**src/logic/mcr_pkg.sv**
```systemverilog
// constants shared by the metering configuration register slice
// assumes a 200 MHz device clock and the serial host port frame below
package mcr_pkg;

  // ***************************************************************
  // register map
  // ***************************************************************
  localparam logic [11:0] MCR_ADDR_PULSE_CFG = 12'h425;
  localparam logic [11:0] MCR_ADDR_PART_IDENTIFICATION   = 12'h472;
  localparam logic [11:0] MCR_ADDR_CHAN_SEL  = 12'h42f;

  // ***************************************************************
  // channel source select fields
  // ***************************************************************
  localparam int          MCR_SEL_W       = 3;
  localparam int          MCR_NUM_PATH    = 6;   // ia, ib, ic, in, va, vb
  localparam int          MCR_NUM_SRC     = 7;   // ia, ib, ic, in, va, vb, vc
  localparam int          MCR_SEL_IA_LSB  = 0;
  localparam int          MCR_SEL_IB_LSB  = 3;
  localparam int          MCR_SEL_IC_LSB  = 6;
  localparam int          MCR_SEL_IN_LSB  = 9;
  localparam int          MCR_SEL_VA_LSB  = 12;
  localparam int          MCR_SEL_VB_LSB  = 15;
  localparam logic [2:0]  MCR_SEL_RESET   = 3'h7;
  localparam logic [2:0]  MCR_SEL_OWN     = 3'h7;
  localparam int          MCR_SAMPLE_W    = 24;

  // ***************************************************************
  // pulse width configuration fields
  // ***************************************************************
  localparam int          MCR_NUM_PULSE   = 4;
  localparam int          MCR_LT_LSB      = 19;
  localparam int          MCR_TMR_W       = 19;
  localparam int          MCR_TMR_LSB     = 0;
  localparam logic [18:0] MCR_TMR_RESET   = 19'h0_0000;
  localparam logic [3:0]  MCR_LT_RESET    = 4'h0;

  // ***************************************************************
  // part identification fields
  // ***************************************************************
  localparam int          MCR_FLAG_A_BIT  = 21;
  localparam int          MCR_FLAG_B_BIT  = 20;
  localparam int          MCR_FLAG_C_BIT  = 16;

  // ***************************************************************
  // timing
  // ***************************************************************
  localparam longint      MCR_CLK_HZ          = 200_000_000;
  localparam longint      MCR_FIXED_WIDTH_MS  = 80;
  localparam longint      MCR_LOW_FREQ_MHZ    = 6250;   // 6.25 Hz in millihertz
  localparam longint      MCR_FIXED_WIDTH_CYC = MCR_CLK_HZ * MCR_FIXED_WIDTH_MS / 1000;
  localparam longint      MCR_LOW_FREQ_CYC    = MCR_CLK_HZ * 1000 / MCR_LOW_FREQ_MHZ;
  localparam int          MCR_CNT_W           = 32;

  // ***************************************************************
  // serial host port frame
  // ***************************************************************
  localparam int          MCR_CMD_W       = 16;
  localparam int          MCR_DATA_W      = 32;
  localparam int          MCR_ADDR_LSB    = 4;
  localparam int          MCR_READ_BIT    = 3;
  localparam logic [5:0]  MCR_FRAME_BITS  = 6'h30;

  typedef enum logic [1:0] {
    MCR_ST_IDLE,
    MCR_ST_CMD,
    MCR_ST_DATA,
    MCR_ST_DONE
  } mcr_spi_state_e;

endpackage : mcr_pkg

```
**src/logic/mcr_cfg_if.sv**
```systemverilog
// configuration carrier from the register file to its consumers
// assumes one clock domain; fields are register outputs
`timescale 1ns/1ps
`default_nettype none
interface mcr_cfg_if;
  logic [mcr_pkg::MCR_NUM_PATH-1:0][mcr_pkg::MCR_SEL_W-1:0] src_sel;   // per data path source code
  logic [mcr_pkg::MCR_NUM_PULSE-1:0]                         long_en;   // per pulse output
  logic [mcr_pkg::MCR_TMR_W-1:0]                             width_tmr; // shared width timer

  modport regs (output src_sel, output long_en, output width_tmr);
  modport user (input src_sel, input long_en, input width_tmr);
endinterface : mcr_cfg_if
`default_nettype wire

```
**src/logic/mcr_src_mux.sv**
```systemverilog
// per data path converter source selector
// assumes converter samples and their valid strobe arrive on sys_clk_i
`timescale 1ns/1ps
`default_nettype none
module mcr_src_mux (
  input  wire logic                                                   sys_clk_i,
  input  wire logic                                                   sys_rst_i,
  mcr_cfg_if.user                                                     cfg,
  input  wire logic [mcr_pkg::MCR_NUM_SRC-1:0][mcr_pkg::MCR_SAMPLE_W-1:0] adc_sample_i,
  input  wire logic                                                   adc_valid_i,
  output logic      [mcr_pkg::MCR_NUM_PATH-1:0][mcr_pkg::MCR_SAMPLE_W-1:0] path_sample_o,
  output logic                                                        path_valid_o
);

  // ***************************************************************
  // one registered selector per data path
  // ***************************************************************
  genvar p;
  generate
    for (p = 0; p < mcr_pkg::MCR_NUM_PATH; p++) begin : g_path
      // own code picks the path's own converter, other codes any source
      always_ff @(posedge sys_clk_i) begin
        if (sys_rst_i) begin
          path_sample_o[p] <= '0;
        end else if (adc_valid_i) begin
          if (cfg.src_sel[p] == mcr_pkg::MCR_SEL_OWN) begin
            path_sample_o[p] <= adc_sample_i[p];
          end else begin
            path_sample_o[p] <= adc_sample_i[cfg.src_sel[p]];
          end
        end
      end
    end
  endgenerate

  // valid follows the sample by the same register stage
  always_ff @(posedge sys_clk_i) begin
    if (sys_rst_i) begin
      path_valid_o <= 1'b0;
    end else begin
      path_valid_o <= adc_valid_i;
    end
  end

endmodule : mcr_src_mux
`default_nettype wire

```
**src/logic/mcr_pulse_width.sv**
```systemverilog
// active-low pulse stretcher for the four pulse outputs
// assumes one-cycle fire requests from the frequency converters
`timescale 1ns/1ps
`default_nettype none
module mcr_pulse_width #(
  parameter logic [31:0] FIXED_WIDTH_CYC = 32'(mcr_pkg::MCR_FIXED_WIDTH_CYC),
  parameter logic [31:0] LOW_FREQ_CYC    = 32'(mcr_pkg::MCR_LOW_FREQ_CYC)
) (
  input  wire logic                              sys_clk_i,
  input  wire logic                              sys_rst_i,
  mcr_cfg_if.user                                cfg,
  input  wire logic [mcr_pkg::MCR_NUM_PULSE-1:0] fire_i,
  output logic      [mcr_pkg::MCR_NUM_PULSE-1:0] pulse_n_o
);

  genvar k;
  generate
    for (k = 0; k < mcr_pkg::MCR_NUM_PULSE; k++) begin : g_pulse
      logic [31:0] period_reg;   // cycles since last fire, saturating
      logic [31:0] width_reg;    // cycles of low level still to drive
      logic [31:0] width_next;

      // width for a new pulse: timer, fixed, or half the last period
      always_comb begin
        if (cfg.long_en[k]) begin
          width_next = (cfg.width_tmr == '0) ? 32'h0000_0001 : 32'(cfg.width_tmr);
        end else if (period_reg >= LOW_FREQ_CYC) begin
          width_next = FIXED_WIDTH_CYC;
        end else begin
          width_next = (period_reg[31:1] == '0) ? 32'h0000_0001 : {1'b0, period_reg[31:1]};
        end
      end

      // interval measurement between fire requests
      always_ff @(posedge sys_clk_i) begin
        if (sys_rst_i) begin
          period_reg <= 32'hffff_ffff;
        end else if (fire_i[k]) begin
          period_reg <= 32'h0000_0001;
        end else if (period_reg != 32'hffff_ffff) begin
          period_reg <= period_reg + 32'h0000_0001;
        end
      end

      // low level held for the chosen width; a fire while low restarts it
      always_ff @(posedge sys_clk_i) begin
        if (sys_rst_i) begin
          width_reg    <= '0;
          pulse_n_o[k] <= 1'b1;
        end else if (fire_i[k]) begin
          width_reg    <= width_next - 32'h0000_0001;
          pulse_n_o[k] <= 1'b0;
        end else if (width_reg != '0) begin
          width_reg    <= width_reg - 32'h0000_0001;
          pulse_n_o[k] <= 1'b0;
        end else begin
          pulse_n_o[k] <= 1'b1;
        end
      end
    end
  endgenerate

endmodule : mcr_pulse_width
`default_nettype wire

```
**src/logic/mcr_regs.sv**
```systemverilog
// configuration register slice: source selectors, pulse widths, part_identification
// assumes the host port pins are synchronous to sys_clk_i (sclk well below clk/4)
`timescale 1ns/1ps
`default_nettype none

// How it works
// - phase A voltage selector at bits 14:12, reset 7, 7 picks own converter
// - neutral current selector at bits 11:9, reset 7, 7 picks own converter
// - phase C current selector at bits 8:6, reset 7, 7 picks own converter
// - phase B current selector at bits 5:3, reset 7, 7 picks own converter
// - phase A current selector at bits 2:0, reset 7, 7 picks own converter
// - selector codes 0 to 6 pick any source converter, same map for all
// - bit 22 set: fourth pulse output width comes from the shared timer
// - bit 21 set: third pulse output width comes from the shared timer
// - bit 20 set: second pulse output width comes from the shared timer
// - bit 19 set: first pulse output width comes from the shared timer
// - enable clear: fixed 80 ms low pulse when frequency is below 6.25 Hz
// - 19-bit read/write width timer at bits 18:0, resets to zero
// - read-only part flags at bits 21, 20, 16; other bits read zero
// - phase B voltage selector at bits 17:15, 7 picks own converter
module mcr_regs #(
  parameter logic [31:0] FIXED_WIDTH_CYC = 32'(mcr_pkg::MCR_FIXED_WIDTH_CYC),
  parameter logic [31:0] LOW_FREQ_CYC    = 32'(mcr_pkg::MCR_LOW_FREQ_CYC),
  parameter logic        PRODUCT_FLAG_A  = 1'b0,  // arbitrary value, none of the flagged products
  parameter logic        PRODUCT_FLAG_B  = 1'b0,  // arbitrary value, none of the flagged products
  parameter logic        PRODUCT_FLAG_C  = 1'b0   // arbitrary value, none of the flagged products
) (
  input  wire logic                                                       sys_clk_i,
  input  wire logic                                                       sys_rst_i,
  input  wire logic                                                       spi_sclk_i,
  input  wire logic                                                       spi_cs_n_i,
  input  wire logic                                                       spi_mosi_i,
  output logic                                                            spi_miso_o,
  output logic                                                            spi_miso_oe_o,
  input  wire logic [mcr_pkg::MCR_NUM_SRC-1:0][mcr_pkg::MCR_SAMPLE_W-1:0] adc_sample_i,
  input  wire logic                                                       adc_valid_i,
  output logic      [mcr_pkg::MCR_NUM_PATH-1:0][mcr_pkg::MCR_SAMPLE_W-1:0] path_sample_o,
  output logic                                                            path_valid_o,
  input  wire logic [mcr_pkg::MCR_NUM_PULSE-1:0]                          pulse_fire_i,
  output logic      [mcr_pkg::MCR_NUM_PULSE-1:0]                          pulse_output_n_o
);

  // ***************************************************************
  // register storage
  // ***************************************************************
  // channel source selectors
  logic [2:0]  phase_a_current_source_select_reg;
  logic [2:0]  phase_b_current_source_select_reg;
  logic [2:0]  phase_c_current_source_select_reg;
  logic [2:0]  neutral_current_source_select_reg;
  logic [2:0]  phase_a_voltage_source_select_reg;
  logic [2:0]  phase_b_voltage_source_select_reg;

  // pulse width configuration
  logic [3:0]  pulse_long_width_enable_reg;   // bit 0 is pulse1 .. bit 3 is pulse4
  logic [18:0] pulse_width_timer_reg;

  // ***************************************************************
  // host port framing
  // ***************************************************************
  // 16 command bits, then 32 data bits, msb first
  // command: 15:4 address, 3 read, 2:0 unused
  // host clock phases under one clock are lost

  // frame control
  mcr_pkg::mcr_spi_state_e state_reg;
  logic        sclk_prev_reg;
  logic [5:0]  bit_cnt_reg;
  logic [15:0] cmd_reg;

  // data words
  logic [31:0] shift_in_reg;
  logic [31:0] shift_out_reg;

  // write request
  logic        wr_commit_reg;
  logic [11:0] wr_addr_reg;
  logic [31:0] wr_data_reg;

  // host pin decode
  logic        sclk_rise;
  logic        sclk_fall;
  logic [11:0] cmd_addr;
  logic        cmd_read;
  logic [31:0] rd_data;
  logic [15:0] cmd_next;

  // host clock edges
  assign sclk_rise = spi_sclk_i & ~sclk_prev_reg;
  assign sclk_fall = ~spi_sclk_i & sclk_prev_reg;

  // command with the bit on the pin
  assign cmd_next  = {cmd_reg[14:0], spi_mosi_i};
  assign cmd_addr  = cmd_next[mcr_pkg::MCR_ADDR_LSB +: 12];
  assign cmd_read  = cmd_next[mcr_pkg::MCR_READ_BIT];

  // resets to the idle level: no false rise
  // clock pin history for edge detection
  always_ff @(posedge sys_clk_i) begin
    if (sys_rst_i) begin
      sclk_prev_reg <= 1'b1;
    end else begin
      sclk_prev_reg <= spi_sclk_i;
    end
  end

  // decoded as the last command bit arrives
  // read mux; unmapped and reserved bits give zero
  always_comb begin
    rd_data = 32'h0000_0000;
    case (cmd_addr)
      mcr_pkg::MCR_ADDR_CHAN_SEL: begin
        // bits 31:18 stay zero
        rd_data[mcr_pkg::MCR_SEL_IA_LSB +: 3] = phase_a_current_source_select_reg;
        rd_data[mcr_pkg::MCR_SEL_IB_LSB +: 3] = phase_b_current_source_select_reg;
        rd_data[mcr_pkg::MCR_SEL_IC_LSB +: 3] = phase_c_current_source_select_reg;
        rd_data[mcr_pkg::MCR_SEL_IN_LSB +: 3] = neutral_current_source_select_reg;
        rd_data[mcr_pkg::MCR_SEL_VA_LSB +: 3] = phase_a_voltage_source_select_reg;
        rd_data[mcr_pkg::MCR_SEL_VB_LSB +: 3] = phase_b_voltage_source_select_reg;
      end

      mcr_pkg::MCR_ADDR_PULSE_CFG: begin
        // bits 31:23 stay zero
        rd_data[mcr_pkg::MCR_LT_LSB +: 4]  = pulse_long_width_enable_reg;
        rd_data[mcr_pkg::MCR_TMR_LSB +: 19] = pulse_width_timer_reg;
      end

      mcr_pkg::MCR_ADDR_PART_IDENTIFICATION: begin
        rd_data[mcr_pkg::MCR_FLAG_A_BIT] = PRODUCT_FLAG_A;
        rd_data[mcr_pkg::MCR_FLAG_B_BIT] = PRODUCT_FLAG_B;
        rd_data[mcr_pkg::MCR_FLAG_C_BIT] = PRODUCT_FLAG_C;
      end

      default: begin
        rd_data = 32'h0000_0000;
      end
    endcase
  end

  // frame state: 16 command bits then 32 data bits, msb first
  always_ff @(posedge sys_clk_i) begin
    if (sys_rst_i) begin
      state_reg   <= mcr_pkg::MCR_ST_IDLE;
      bit_cnt_reg <= 6'h00;
      cmd_reg     <= 16'h0000;
    end else if (spi_cs_n_i) begin
      state_reg   <= mcr_pkg::MCR_ST_IDLE;
      bit_cnt_reg <= 6'h00;
    end else begin
      case (state_reg)
        mcr_pkg::MCR_ST_IDLE: begin
          state_reg <= mcr_pkg::MCR_ST_CMD;
        end

        mcr_pkg::MCR_ST_CMD: begin
          if (sclk_rise) begin
            cmd_reg     <= cmd_next;
            bit_cnt_reg <= bit_cnt_reg + 6'h01;
            if (bit_cnt_reg == 6'(mcr_pkg::MCR_CMD_W - 1)) begin
              state_reg <= mcr_pkg::MCR_ST_DATA;
            end
          end
        end

        mcr_pkg::MCR_ST_DATA: begin
          if (sclk_rise) begin
            bit_cnt_reg <= bit_cnt_reg + 6'h01;
            if (bit_cnt_reg == mcr_pkg::MCR_FRAME_BITS - 6'h01) begin
              state_reg <= mcr_pkg::MCR_ST_DONE;
            end
          end
        end

        mcr_pkg::MCR_ST_DONE: begin
          state_reg <= mcr_pkg::MCR_ST_DONE;  // extra clocks ignored until cs rises
        end

        default: begin
          state_reg <= mcr_pkg::MCR_ST_IDLE;
        end
      endcase
    end
  end

  // incoming data word and write commit after the last data bit
  always_ff @(posedge sys_clk_i) begin
    if (sys_rst_i) begin
      shift_in_reg  <= 32'h0000_0000;
      wr_commit_reg <= 1'b0;
      wr_addr_reg   <= 12'h000;
      wr_data_reg   <= 32'h0000_0000;
    end else begin
      wr_commit_reg <= 1'b0;
      if (!spi_cs_n_i && state_reg == mcr_pkg::MCR_ST_DATA && sclk_rise) begin
        shift_in_reg <= {shift_in_reg[30:0], spi_mosi_i};
        if (bit_cnt_reg == mcr_pkg::MCR_FRAME_BITS - 6'h01 && !cmd_reg[mcr_pkg::MCR_READ_BIT]) begin
          wr_commit_reg <= 1'b1;
          wr_addr_reg   <= cmd_reg[mcr_pkg::MCR_ADDR_LSB +: 12];
          wr_data_reg   <= {shift_in_reg[30:0], spi_mosi_i};
        end
      end
    end
  end

  // enable follows the read bit
  // read word loaded with the last command bit, shifted on falling edges
  always_ff @(posedge sys_clk_i) begin
    if (sys_rst_i) begin
      shift_out_reg <= 32'h0000_0000;
      spi_miso_o    <= 1'b0;
      spi_miso_oe_o <= 1'b0;
    end else if (spi_cs_n_i) begin
      spi_miso_o    <= 1'b0;
      spi_miso_oe_o <= 1'b0;
    end else if (state_reg == mcr_pkg::MCR_ST_CMD && sclk_rise &&
                 bit_cnt_reg == 6'(mcr_pkg::MCR_CMD_W - 1)) begin
      shift_out_reg <= rd_data;
      spi_miso_oe_o <= cmd_read;
    end else if (state_reg == mcr_pkg::MCR_ST_DATA && sclk_fall) begin
      spi_miso_o    <= shift_out_reg[31];
      shift_out_reg <= {shift_out_reg[30:0], 1'b0};
    end else if (state_reg == mcr_pkg::MCR_ST_DONE) begin
      spi_miso_oe_o <= 1'b0;
    end
  end

  // ***************************************************************
  // register writes
  // ***************************************************************

  // a write lands one clock after its last bit

  // channel source selectors; bits above 17 are dropped
  always_ff @(posedge sys_clk_i) begin
    if (sys_rst_i) begin
      phase_a_current_source_select_reg <= mcr_pkg::MCR_SEL_RESET;
      phase_b_current_source_select_reg <= mcr_pkg::MCR_SEL_RESET;
      phase_c_current_source_select_reg <= mcr_pkg::MCR_SEL_RESET;
      neutral_current_source_select_reg <= mcr_pkg::MCR_SEL_RESET;
      phase_a_voltage_source_select_reg <= mcr_pkg::MCR_SEL_RESET;
      phase_b_voltage_source_select_reg <= mcr_pkg::MCR_SEL_RESET;
    end else if (wr_commit_reg && wr_addr_reg == mcr_pkg::MCR_ADDR_CHAN_SEL) begin
      phase_a_current_source_select_reg <= wr_data_reg[mcr_pkg::MCR_SEL_IA_LSB +: 3];
      phase_b_current_source_select_reg <= wr_data_reg[mcr_pkg::MCR_SEL_IB_LSB +: 3];
      phase_c_current_source_select_reg <= wr_data_reg[mcr_pkg::MCR_SEL_IC_LSB +: 3];
      neutral_current_source_select_reg <= wr_data_reg[mcr_pkg::MCR_SEL_IN_LSB +: 3];
      phase_a_voltage_source_select_reg <= wr_data_reg[mcr_pkg::MCR_SEL_VA_LSB +: 3];
      phase_b_voltage_source_select_reg <= wr_data_reg[mcr_pkg::MCR_SEL_VB_LSB +: 3];
    end
  end

  // enables and timer written together
  // pulse width configuration; bits 31:23 are dropped
  always_ff @(posedge sys_clk_i) begin
    if (sys_rst_i) begin
      pulse_long_width_enable_reg <= mcr_pkg::MCR_LT_RESET;
      pulse_width_timer_reg       <= mcr_pkg::MCR_TMR_RESET;
    end else if (wr_commit_reg && wr_addr_reg == mcr_pkg::MCR_ADDR_PULSE_CFG) begin
      pulse_long_width_enable_reg <= wr_data_reg[mcr_pkg::MCR_LT_LSB +: 4];
      pulse_width_timer_reg       <= wr_data_reg[mcr_pkg::MCR_TMR_LSB +: 19];
    end
  end

  // ***************************************************************
  // consumers of the configuration
  // ***************************************************************
  // one carrier to both consumers
  mcr_cfg_if cfg_bus ();

  // path order matches source order: ia, ib, ic, in, va, vb
  assign cfg_bus.src_sel[0] = phase_a_current_source_select_reg;
  assign cfg_bus.src_sel[1] = phase_b_current_source_select_reg;
  assign cfg_bus.src_sel[2] = phase_c_current_source_select_reg;
  assign cfg_bus.src_sel[3] = neutral_current_source_select_reg;
  assign cfg_bus.src_sel[4] = phase_a_voltage_source_select_reg;
  assign cfg_bus.src_sel[5] = phase_b_voltage_source_select_reg;
  assign cfg_bus.long_en    = pulse_long_width_enable_reg;
  assign cfg_bus.width_tmr  = pulse_width_timer_reg;

  // samples onto the data paths
  mcr_src_mux u_src_mux (
    .sys_clk_i     (sys_clk_i),
    .sys_rst_i     (sys_rst_i),
    .cfg           (cfg_bus),
    .adc_sample_i  (adc_sample_i),
    .adc_valid_i   (adc_valid_i),
    .path_sample_o (path_sample_o),
    .path_valid_o  (path_valid_o)
  );

  // pulse output stretchers
  mcr_pulse_width #(
    .FIXED_WIDTH_CYC (FIXED_WIDTH_CYC),
    .LOW_FREQ_CYC    (LOW_FREQ_CYC)
  ) u_pulse_width (
    .sys_clk_i (sys_clk_i),
    .sys_rst_i (sys_rst_i),
    .cfg       (cfg_bus),
    .fire_i    (pulse_fire_i),
    .pulse_n_o (pulse_output_n_o)
  );

endmodule : mcr_regs
`default_nettype wire

```
**config.mk**
```make
export PLATFORM = sky130hd
export DESIGN_NAME = mcr_regs
export DESIGN_NICKNAME = d
export VERILOG_FILES = /design/src/logic/mcr_pkg.sv /design/src/logic/mcr_cfg_if.sv /design/src/logic/mcr_src_mux.sv /design/src/logic/mcr_pulse_width.sv /design/src/logic/mcr_regs.sv
export SDC_FILE = /design/constraint.sdc
export NUM_CORES = 2
export LEC_CHECK = 0
export ABC_AREA = 1
export BUFFER_PORTS_ARGS = -buffer_cell sky130_fd_sc_hd__buf_4
export CORE_ASPECT_RATIO = 2
export CORE_MARGIN = 4
export CORE_UTILIZATION = 45
export CTS_CLUSTER_DIAMETER = 80
export CTS_CLUSTER_SIZE = 28
export DETAILED_ROUTE_END_ITERATION = 8
export GPL_TIMING_DRIVEN = 1
export PLACE_DENSITY_LB_ADDON = 0.1
export RECOVER_POWER = 100
export SLEW_MARGIN = 20
export SYNTH_ARGS = -nofsm -noshare
export SYNTH_HDL_FRONTEND = slang
export SYNTH_SLANG_ARGS = --single-unit
```
**constraint.sdc**
```tcl
create_clock -name sys_clk_i -period 3.2 [get_ports sys_clk_i]
set_input_delay 0.32 -clock sys_clk_i [delete_from_list [all_inputs] [get_ports sys_clk_i]]
set_output_delay 0.32 -clock sys_clk_i [all_outputs]
set_load 0.03 [all_outputs]
```
After elaboration in Yosys (flattened, before gate mapping)
Cells that the tools add are included.
{"block": "word_totals", "reg_bits": 563, "input_bits": 178, "output_inout_bits": 151, "elab_cells": 212}
{"block": "op_classes", "addsub": 13, "magnitude_cmp": 10, "n_eq_ne": 24, "muxes": 72, "bitwise": 7, "n_reduce_logical": 44}
{"operator": "$mux W32", "count": 26}
{"operator": "$bmux W24 S3", "count": 6}
{"operator": "$mux W24", "count": 12}
{"operator": "$sub A32 B1 Y32 const B", "count": 8}
{"operator": "$add A32 B1 Y32 const B", "count": 4}
{"operator": "$ge A32 B25 Y1 const B", "count": 4}
{"operator": "$ne A32 B32 Y1 const B", "count": 4}
{"operator": "$reduce_bool A32 Y1", "count": 4}
{"operator": "$logic_not A31 Y1", "count": 4}
{"operator": "$mux W31", "count": 4}
{"operator": "$eq A12 B11 Y1 const B", "count": 4}
{"operator": "$pmux W16 S2", "count": 1}
{"operator": "$lt A3 B4 Y1 const B", "count": 6}
{"operator": "$reduce_bool A2 Y1", "count": 10}
{"operator": "$logic_not A19 Y1", "count": 1}
{"operator": "$mux W19", "count": 1}
{"operator": "$eq A3 B3 Y1 const B", "count": 6}
{"operator": "$reduce_or A2 Y1", "count": 7}
{"operator": "$mux W1", "count": 13}
{"operator": "$mux W2", "count": 6}
{"operator": "$ne A2 B2 Y1 const B", "count": 5}
{"operator": "$reduce_and A2 Y1", "count": 5}
{"operator": "$logic_and A1 B1 Y1", "count": 8}
{"operator": "$pmux W2 S4", "count": 1}
{"operator": "other kinds (12)", "count": 20}

Longest topological paths before layout
{"block": "depth", "ltp_word": 6, "ltp_mapped": 22, "ltp_nobuf": 21}

By module
From an unflattened synthesis, not the netlist that was laid out.
{"block": "unflattened", "cells_unflattened": 6798, "hier_area_um2": 39823.2}
{"mod": "mcr_pulse_width", "n_inst": 1, "cells_per_inst": 3145, "area_each_um2": 18803.0, "seq_area_each_um2": 5205.0}
{"mod": "mcr_src_mux", "n_inst": 1, "cells_per_inst": 2816, "area_each_um2": 14677.8, "seq_area_each_um2": 2902.8}
{"mod": "mcr_regs", "n_inst": 1, "cells_per_inst": 837, "area_each_um2": 6342.3, "seq_area_each_um2": 3163.0}

Least setup slack after synthesis
No wires, ideal clock.
{"block": "synth_timing", "path_kind": "register -> register", "start": "register u_pulse_width.g_pulse[2].period_reg[26]", "end": "register u_pulse_width.g_pulse[2].width_reg[26]", "setup_ns": 0.128, "t_arrival_ns": 2.279, "required_ns": 3.072, "slack_ns": 0.793, "path_stages_with_launch": 20, "path_buffers": 0, "synth_period_minus_slack_ns": 2.407, "cell_sequence": "dfxtp_1 > nor2_2 > nand3_1 > nor2_1 > nand3_2 > nand3_4 > nand2_1 > o211ai_1 > nand2_1 > inv_1 > ha_1 > nand2_1 > nor2_2 > nand2_1 > nor2_2 > nand2_1 > nand2_1 > nand2_1 > nand2_1 > nor2_1"}
{"block": "synth_between", "elab_chain_cells": 6, "word_cells_on_any_way": 7, "cone_classes": "1 x add/sub; 1 x order compare; 4 x mux; 1 x reduce/logical"}
{"element": "from (decl)", "line_no": "mcr_pulse_width.sv:19", "source": "logic [31:0] period_reg;"}
{"element": "from (signal assigned)", "line_no": "mcr_pulse_width.sv:41", "source": "period_reg <= period_reg + 32'h0000_0001;"}
{"element": "branches (longest 2 deep; another with $ge A32 B25 Y1)"}
{"element": "$mux W32 (*)", "line_no": "mcr_pulse_width.sv:27", "source": "end else if (period_reg >= LOW_FREQ_CYC) begin"}
{"element": "$mux W32 (*)", "line_no": "mcr_pulse_width.sv:25", "source": "if (cfg.long_en[k]) begin"}
{"element": "$sub A32 B1 Y32 (*)", "line_no": "mcr_pulse_width.sv:51", "source": "width_reg <= width_next - 32'h0000_0001;"}
{"element": "$mux W32 (*)", "line_no": "mcr_pulse_width.sv:50", "source": "end else if (fire_i[k]) begin"}
{"element": "to (signal assigned)", "line_no": "mcr_pulse_width.sv:51"}
{"element": "to (signal assigned)", "line_no": "mcr_pulse_width.sv:54", "source": "width_reg <= width_reg - 32'h0000_0001;"}
{"element": "to (decl)", "line_no": "mcr_pulse_width.sv:20", "source": "logic [31:0] width_reg;"}
Mark *: on every way between the ends.
A chain may end at the register's enable or synchronous reset.

Worst setup path after layout
{"block": "layout_timing", "start": "register neutral_current_source_select_reg[0]", "end": "register u_src_mux.path_sample_o[79] in the netlist's numbering"}
{"block": "layout_between", "elab_chain_cells": 3, "word_cells_on_any_way": 4, "cone_classes": "1 x eq/ne; 3 x mux"}
{"element": "from (decl)", "line_no": "mcr_regs.sv:50", "source": "logic [2:0] neutral_current_source_select_reg;"}
{"element": "from (signal assigned)", "line_no": "mcr_regs.sv:239", "source": "neutral_current_source_select_reg <= mcr_pkg::MCR_SEL_RESET;"}
{"element": "from (signal assigned)", "line_no": "mcr_regs.sv:246", "source": "neutral_current_source_select_reg <= wr_data_reg[mcr_pkg::MCR_SEL_IN_LSB +: 3];"}
{"element": "$bmux W24 S3", "line_no": "mcr_src_mux.sv:29", "source": "path_sample_o[p] <= adc_sample_i[cfg.src_sel[p]];"}
{"element": "$mux W24 (implied by the code)", "line_no": "mcr_src_mux.sv:29"}
{"element": "$mux W24 (*)", "line_no": "mcr_src_mux.sv:26", "source": "if (cfg.src_sel[p] == mcr_pkg::MCR_SEL_OWN) begin"}
{"element": "to (signal, indexed assignment)", "line_no": "mcr_src_mux.sv:27", "source": "path_sample_o[p] <= adc_sample_i[p];"}
{"element": "to (signal, indexed assignment)", "line_no": "mcr_src_mux.sv:29"}
{"element": "to (decl)", "line_no": "mcr_src_mux.sv:11", "source": "output logic [mcr_pkg::MCR_NUM_PATH-1:0][mcr_pkg::MCR_SAMPLE_W-1:0] path_sample_o,"}
Mark *: on every way between the ends. The rest lies on a longest branch, timed or not. The select of a mux whose other input is x is not followed.

==> impl_metrics.json <==
{
  "drt_wl_total_mm": 176,
  "synth_common_cells": "1065 x nand2_1, 824 x o21ai_0, 723 x inv_1",
  "leakage_nw": 18.3,
  "clk-insertion-delay-late_ps": 660,
  "ctsRootBufferMaster": "clkbuf_16",
  "crit_end": "u_src_mux.path_sample_o[79]",
  "whs_ps": 14.0,
  "largest_register_ffs": 144,
  "die_w_um": 214,
  "synth.avg_cell_area_um2": 6.11,
  "ys.warnings.count": 0,
  "p_seq_share_pct": 49.6,
  "synth_nets": 6443,
  "synth-adder-area-share_pct": 0.590,
  "max-slew-margin-rel_pct": -30.8,
  "worst_slack_ps": -69.1,
  "avgViaCountPerCell": 6.05,
  "synthSimpleGateAreaFrac_pct": 31.2,
  "ios": 329,
  "gp_congestion": 1.02,
  "reg2reg_depth": 7,
  "powerDensity_mw_per_mm2": 366,
  "cts_max_path_buffers": 3,
  "synth_edf_count": 0,
  "cts.clk_slew.worst_paths_ps": 120,
  "route.vias.total": 45400,
  "drv_cap": 2,
  "synth_seq_cells": 563,
  "ys_async_sr_fraction_pct": 0,
  "p_switching_mw": 5.35,
  "critPathKind": "flop to flop",
  "floorplan.rows": 150,
  "first_pass_iters": 7,
  "post-route-period-util_pct": 102,
  "synth.area.top_cells": "dfxtp_1 30%, o21ai_0 11%, nand2_1 10%",
  "finClkSkew_ps": 32.2,
  "synth_compound_area_share_pct": 26.5,
  "combPwrFrac_pct": 20.3,
  "drt_iter0_drc": 4461,
  "m1WireLength_mm": 58.0,
  "worstSetupEndpointType": "flop",
  "holdCritStartpoint": "spi_mosi_i",
  "antenna_found_initial": 3,
  "synth_top_cell_area_share_pct": 29.5,
  "drc_errors": 0,
  "grt-ovfl-total": 0,
  "grtUsageTotal_pct": 37.0,
  "cts_sinks": 563,
  "synth_top_family_by_area": "simple AND/OR/NAND/NOR gates",
  "hold_viol": 0,
  "power_switching_share_pct": 34.6,
  "reg2reg_to": "u_src_mux.path_sample_o[79]",
  "pre_cts_ws_ps": 85.2,
  "ys_seq_area_share_pct": 29.5,
  "synth_cells": 6247,
  "startpoint_type": "flop",
  "die_y_um": 420,
  "synth_xor_area_share_pct": 0.941,
  "r2r_start": "neutral_current_source_select_reg[0]",
  "slew_violations": 165,
  "coreArea_mm2": 0.0839,
  "numPortBuffers": 328,
  "area_delta_synth_final_pct": 10.9,
  "start_util_pct": 45.5,
  "post_cts_buffers": 0,
  "worst_pin_slew_ps": 1960,
  "netlist_area_mm2": 0.0382,
  "htreeDepth": 1,
  "intPower_mw": 10.1,
  "dr.max_layer_used": "met5",
  "ff2ff_setup_slack_ps": -70,
  "critPathMaxFanout": 23,
  "fill_cells": 9048,
  "ir_worst_vdd_uv": 429,
  "final_nets": 6606,
  "grt_pass1_wl_mm": 260,
  "rsz0062_at_grt": "false",
  "grt_max_degree": 111,
  "hold_class": "input port to flop",
  "clockPowerShare_pct": 30.2,
  "status": "finished, violations left",
  "synth_cell_types": 58,
  "yosys.area.top_type": "dfxtp_1",
  "crit_arrival_ps": 3860,
  "fin_crit_ps": 3270,
  "worst_ep_required_time_ps": 3790,
  "wl_met2_mm": 86.1,
  "tritoncts": "built",
  "violations": "max-capacitance violations, max-slew violations, negative setup slack",
  "dr_wl_met3_mm": 13.7,
  "numCtsBuffers": 29,
  "muxShareOfSynthArea_pct": 0,
  "finalPower_mw": 15.5,
  "setup_violations": 1,
  "multiInputGateArea_mm2": 0.0225,
  "ant_nets": 0,
  "max_freq_mhz": 306,
  "first_global_vias": 44100,
  "layout-drive-gt1-share_pct": 9.36,
  "ys.flop_type": "dfxtp_1",
  "fp.dieArea_mm2": 0.0898,
  "hpwl_mm": 130,
  "yosysMostFrequentCell": "nand2_1",
  "wire_per_inst_um": 23.4,
  "seqCellArea_mm2": 0.0113,
  "startpoint": "neutral_current_source_select_reg[0]"
}
==> cell type report <==
type | count | share of cell area (%)
sequential | 563 | 26.7
clock inverter | 16 | 0.479
antenna | 4 | 0.0237
inverter | 745 | 6.62
timing repair buffer | 512 | 8.04
clock buffer | 34 | 1.76
multi-input combinational | 4559 | 53.2
tap | 1064 | 3.15
==> worst max-delay path, stage by stage, from the launching register on <==
cell and delay [ps]:
dfxtp_1 790, inv_1 580, clkbuf_2 570, o21ai_0 200, a21oi_1 60, o32ai_1 710, o21ai_0 160, inv_1 110
==> cells in the final DEF, fill, tap and decap left out, types with 20 or more instances in the layout <==
cell type and instances:
buf_4 312, dfxtp_1 541, or2_2 66, xor2_1 32
a211oi_1 26, o32ai_1 20, o21ai_1 23, nor4_1 45
nor3_1 117, o221ai_1 91, inv_1 721, a21oi_1 610
clkbuf_16 29, nand3_1 472, nor2_2 44, o22ai_1 28
nor2_1 676, a31oi_1 39, o21ai_0 826, nand2_1 1065
clkbuf_1 173, o211ai_1 89, nand4_1 117, nand2_2 33
==> per-stage QoR <==
step                      instances  TNS [ps]  util (%)  instance area, µm²
after floorplan                6247         0         -               38200
after global placement         7437         0      50.1               42100
after detailed placement       7437         0      50.1               42100
after CTS                      7493         0      51.3               43100
after global routing           7493         0      50.4               42300
final                          7497     -69.1      50.4               42300
==> power groups by stage <==
| stage | Sequential (mW) | Combinational [mW] | Clock [mW] |
|---|---|---|---|
| after global placement | 7.82 | 3.19 | 0 |
| after floorplan | 7.96 | 1.70 | 0 |
| final | 7.67 | 3.13 | 4.67 |
| after detailed placement | 7.82 | 3.20 | 0 |
| after CTS | 7.66 | 3.21 | 4.74 |
| after global routing | 7.71 | 3.42 | 4.95 |
==> worst min path at each step <==
stage                                                   endpoint  slack (ps)  cells past startpoint
final                                            shift_in_reg[0]          10                      3
after floorplan                                    wr_commit_reg         400                      1
after global placement    u_pulse_width.g_pulse[1].width_reg[31]         430                      2
after CTS                            u_src_mux.path_sample_o[20]           4                      3
after detailed placement  u_pulse_width.g_pulse[1].width_reg[31]         430                      2
after global routing                             shift_in_reg[0]          20                      3
==> cells by family after synthesis <==
family / count (synthesis)
and+or+nand+nor: 2685
adders and majority gates: 18
DFF: 563
buffers and inverters: 1125
AOI/OAI and AO/OA: 1815
xor gates and xnor gates: 41
==> routing by layer <==
metal  up-vias  global-route usage, %
li1      21400                      -
met1     20800                   37.1
met2      2271                   66.3
met3       858                   6.56
met4         2                   30.8
met5         -                      0
==> repair_timing <==
item / CTS / global route
hold buffers: 6 / 0
hold endpoints to repair: 6 / 0
endpoints found under the setup margin: 0 / 20
gates resized for setup: 0 / 12
(Power assumes the default switching activity.)
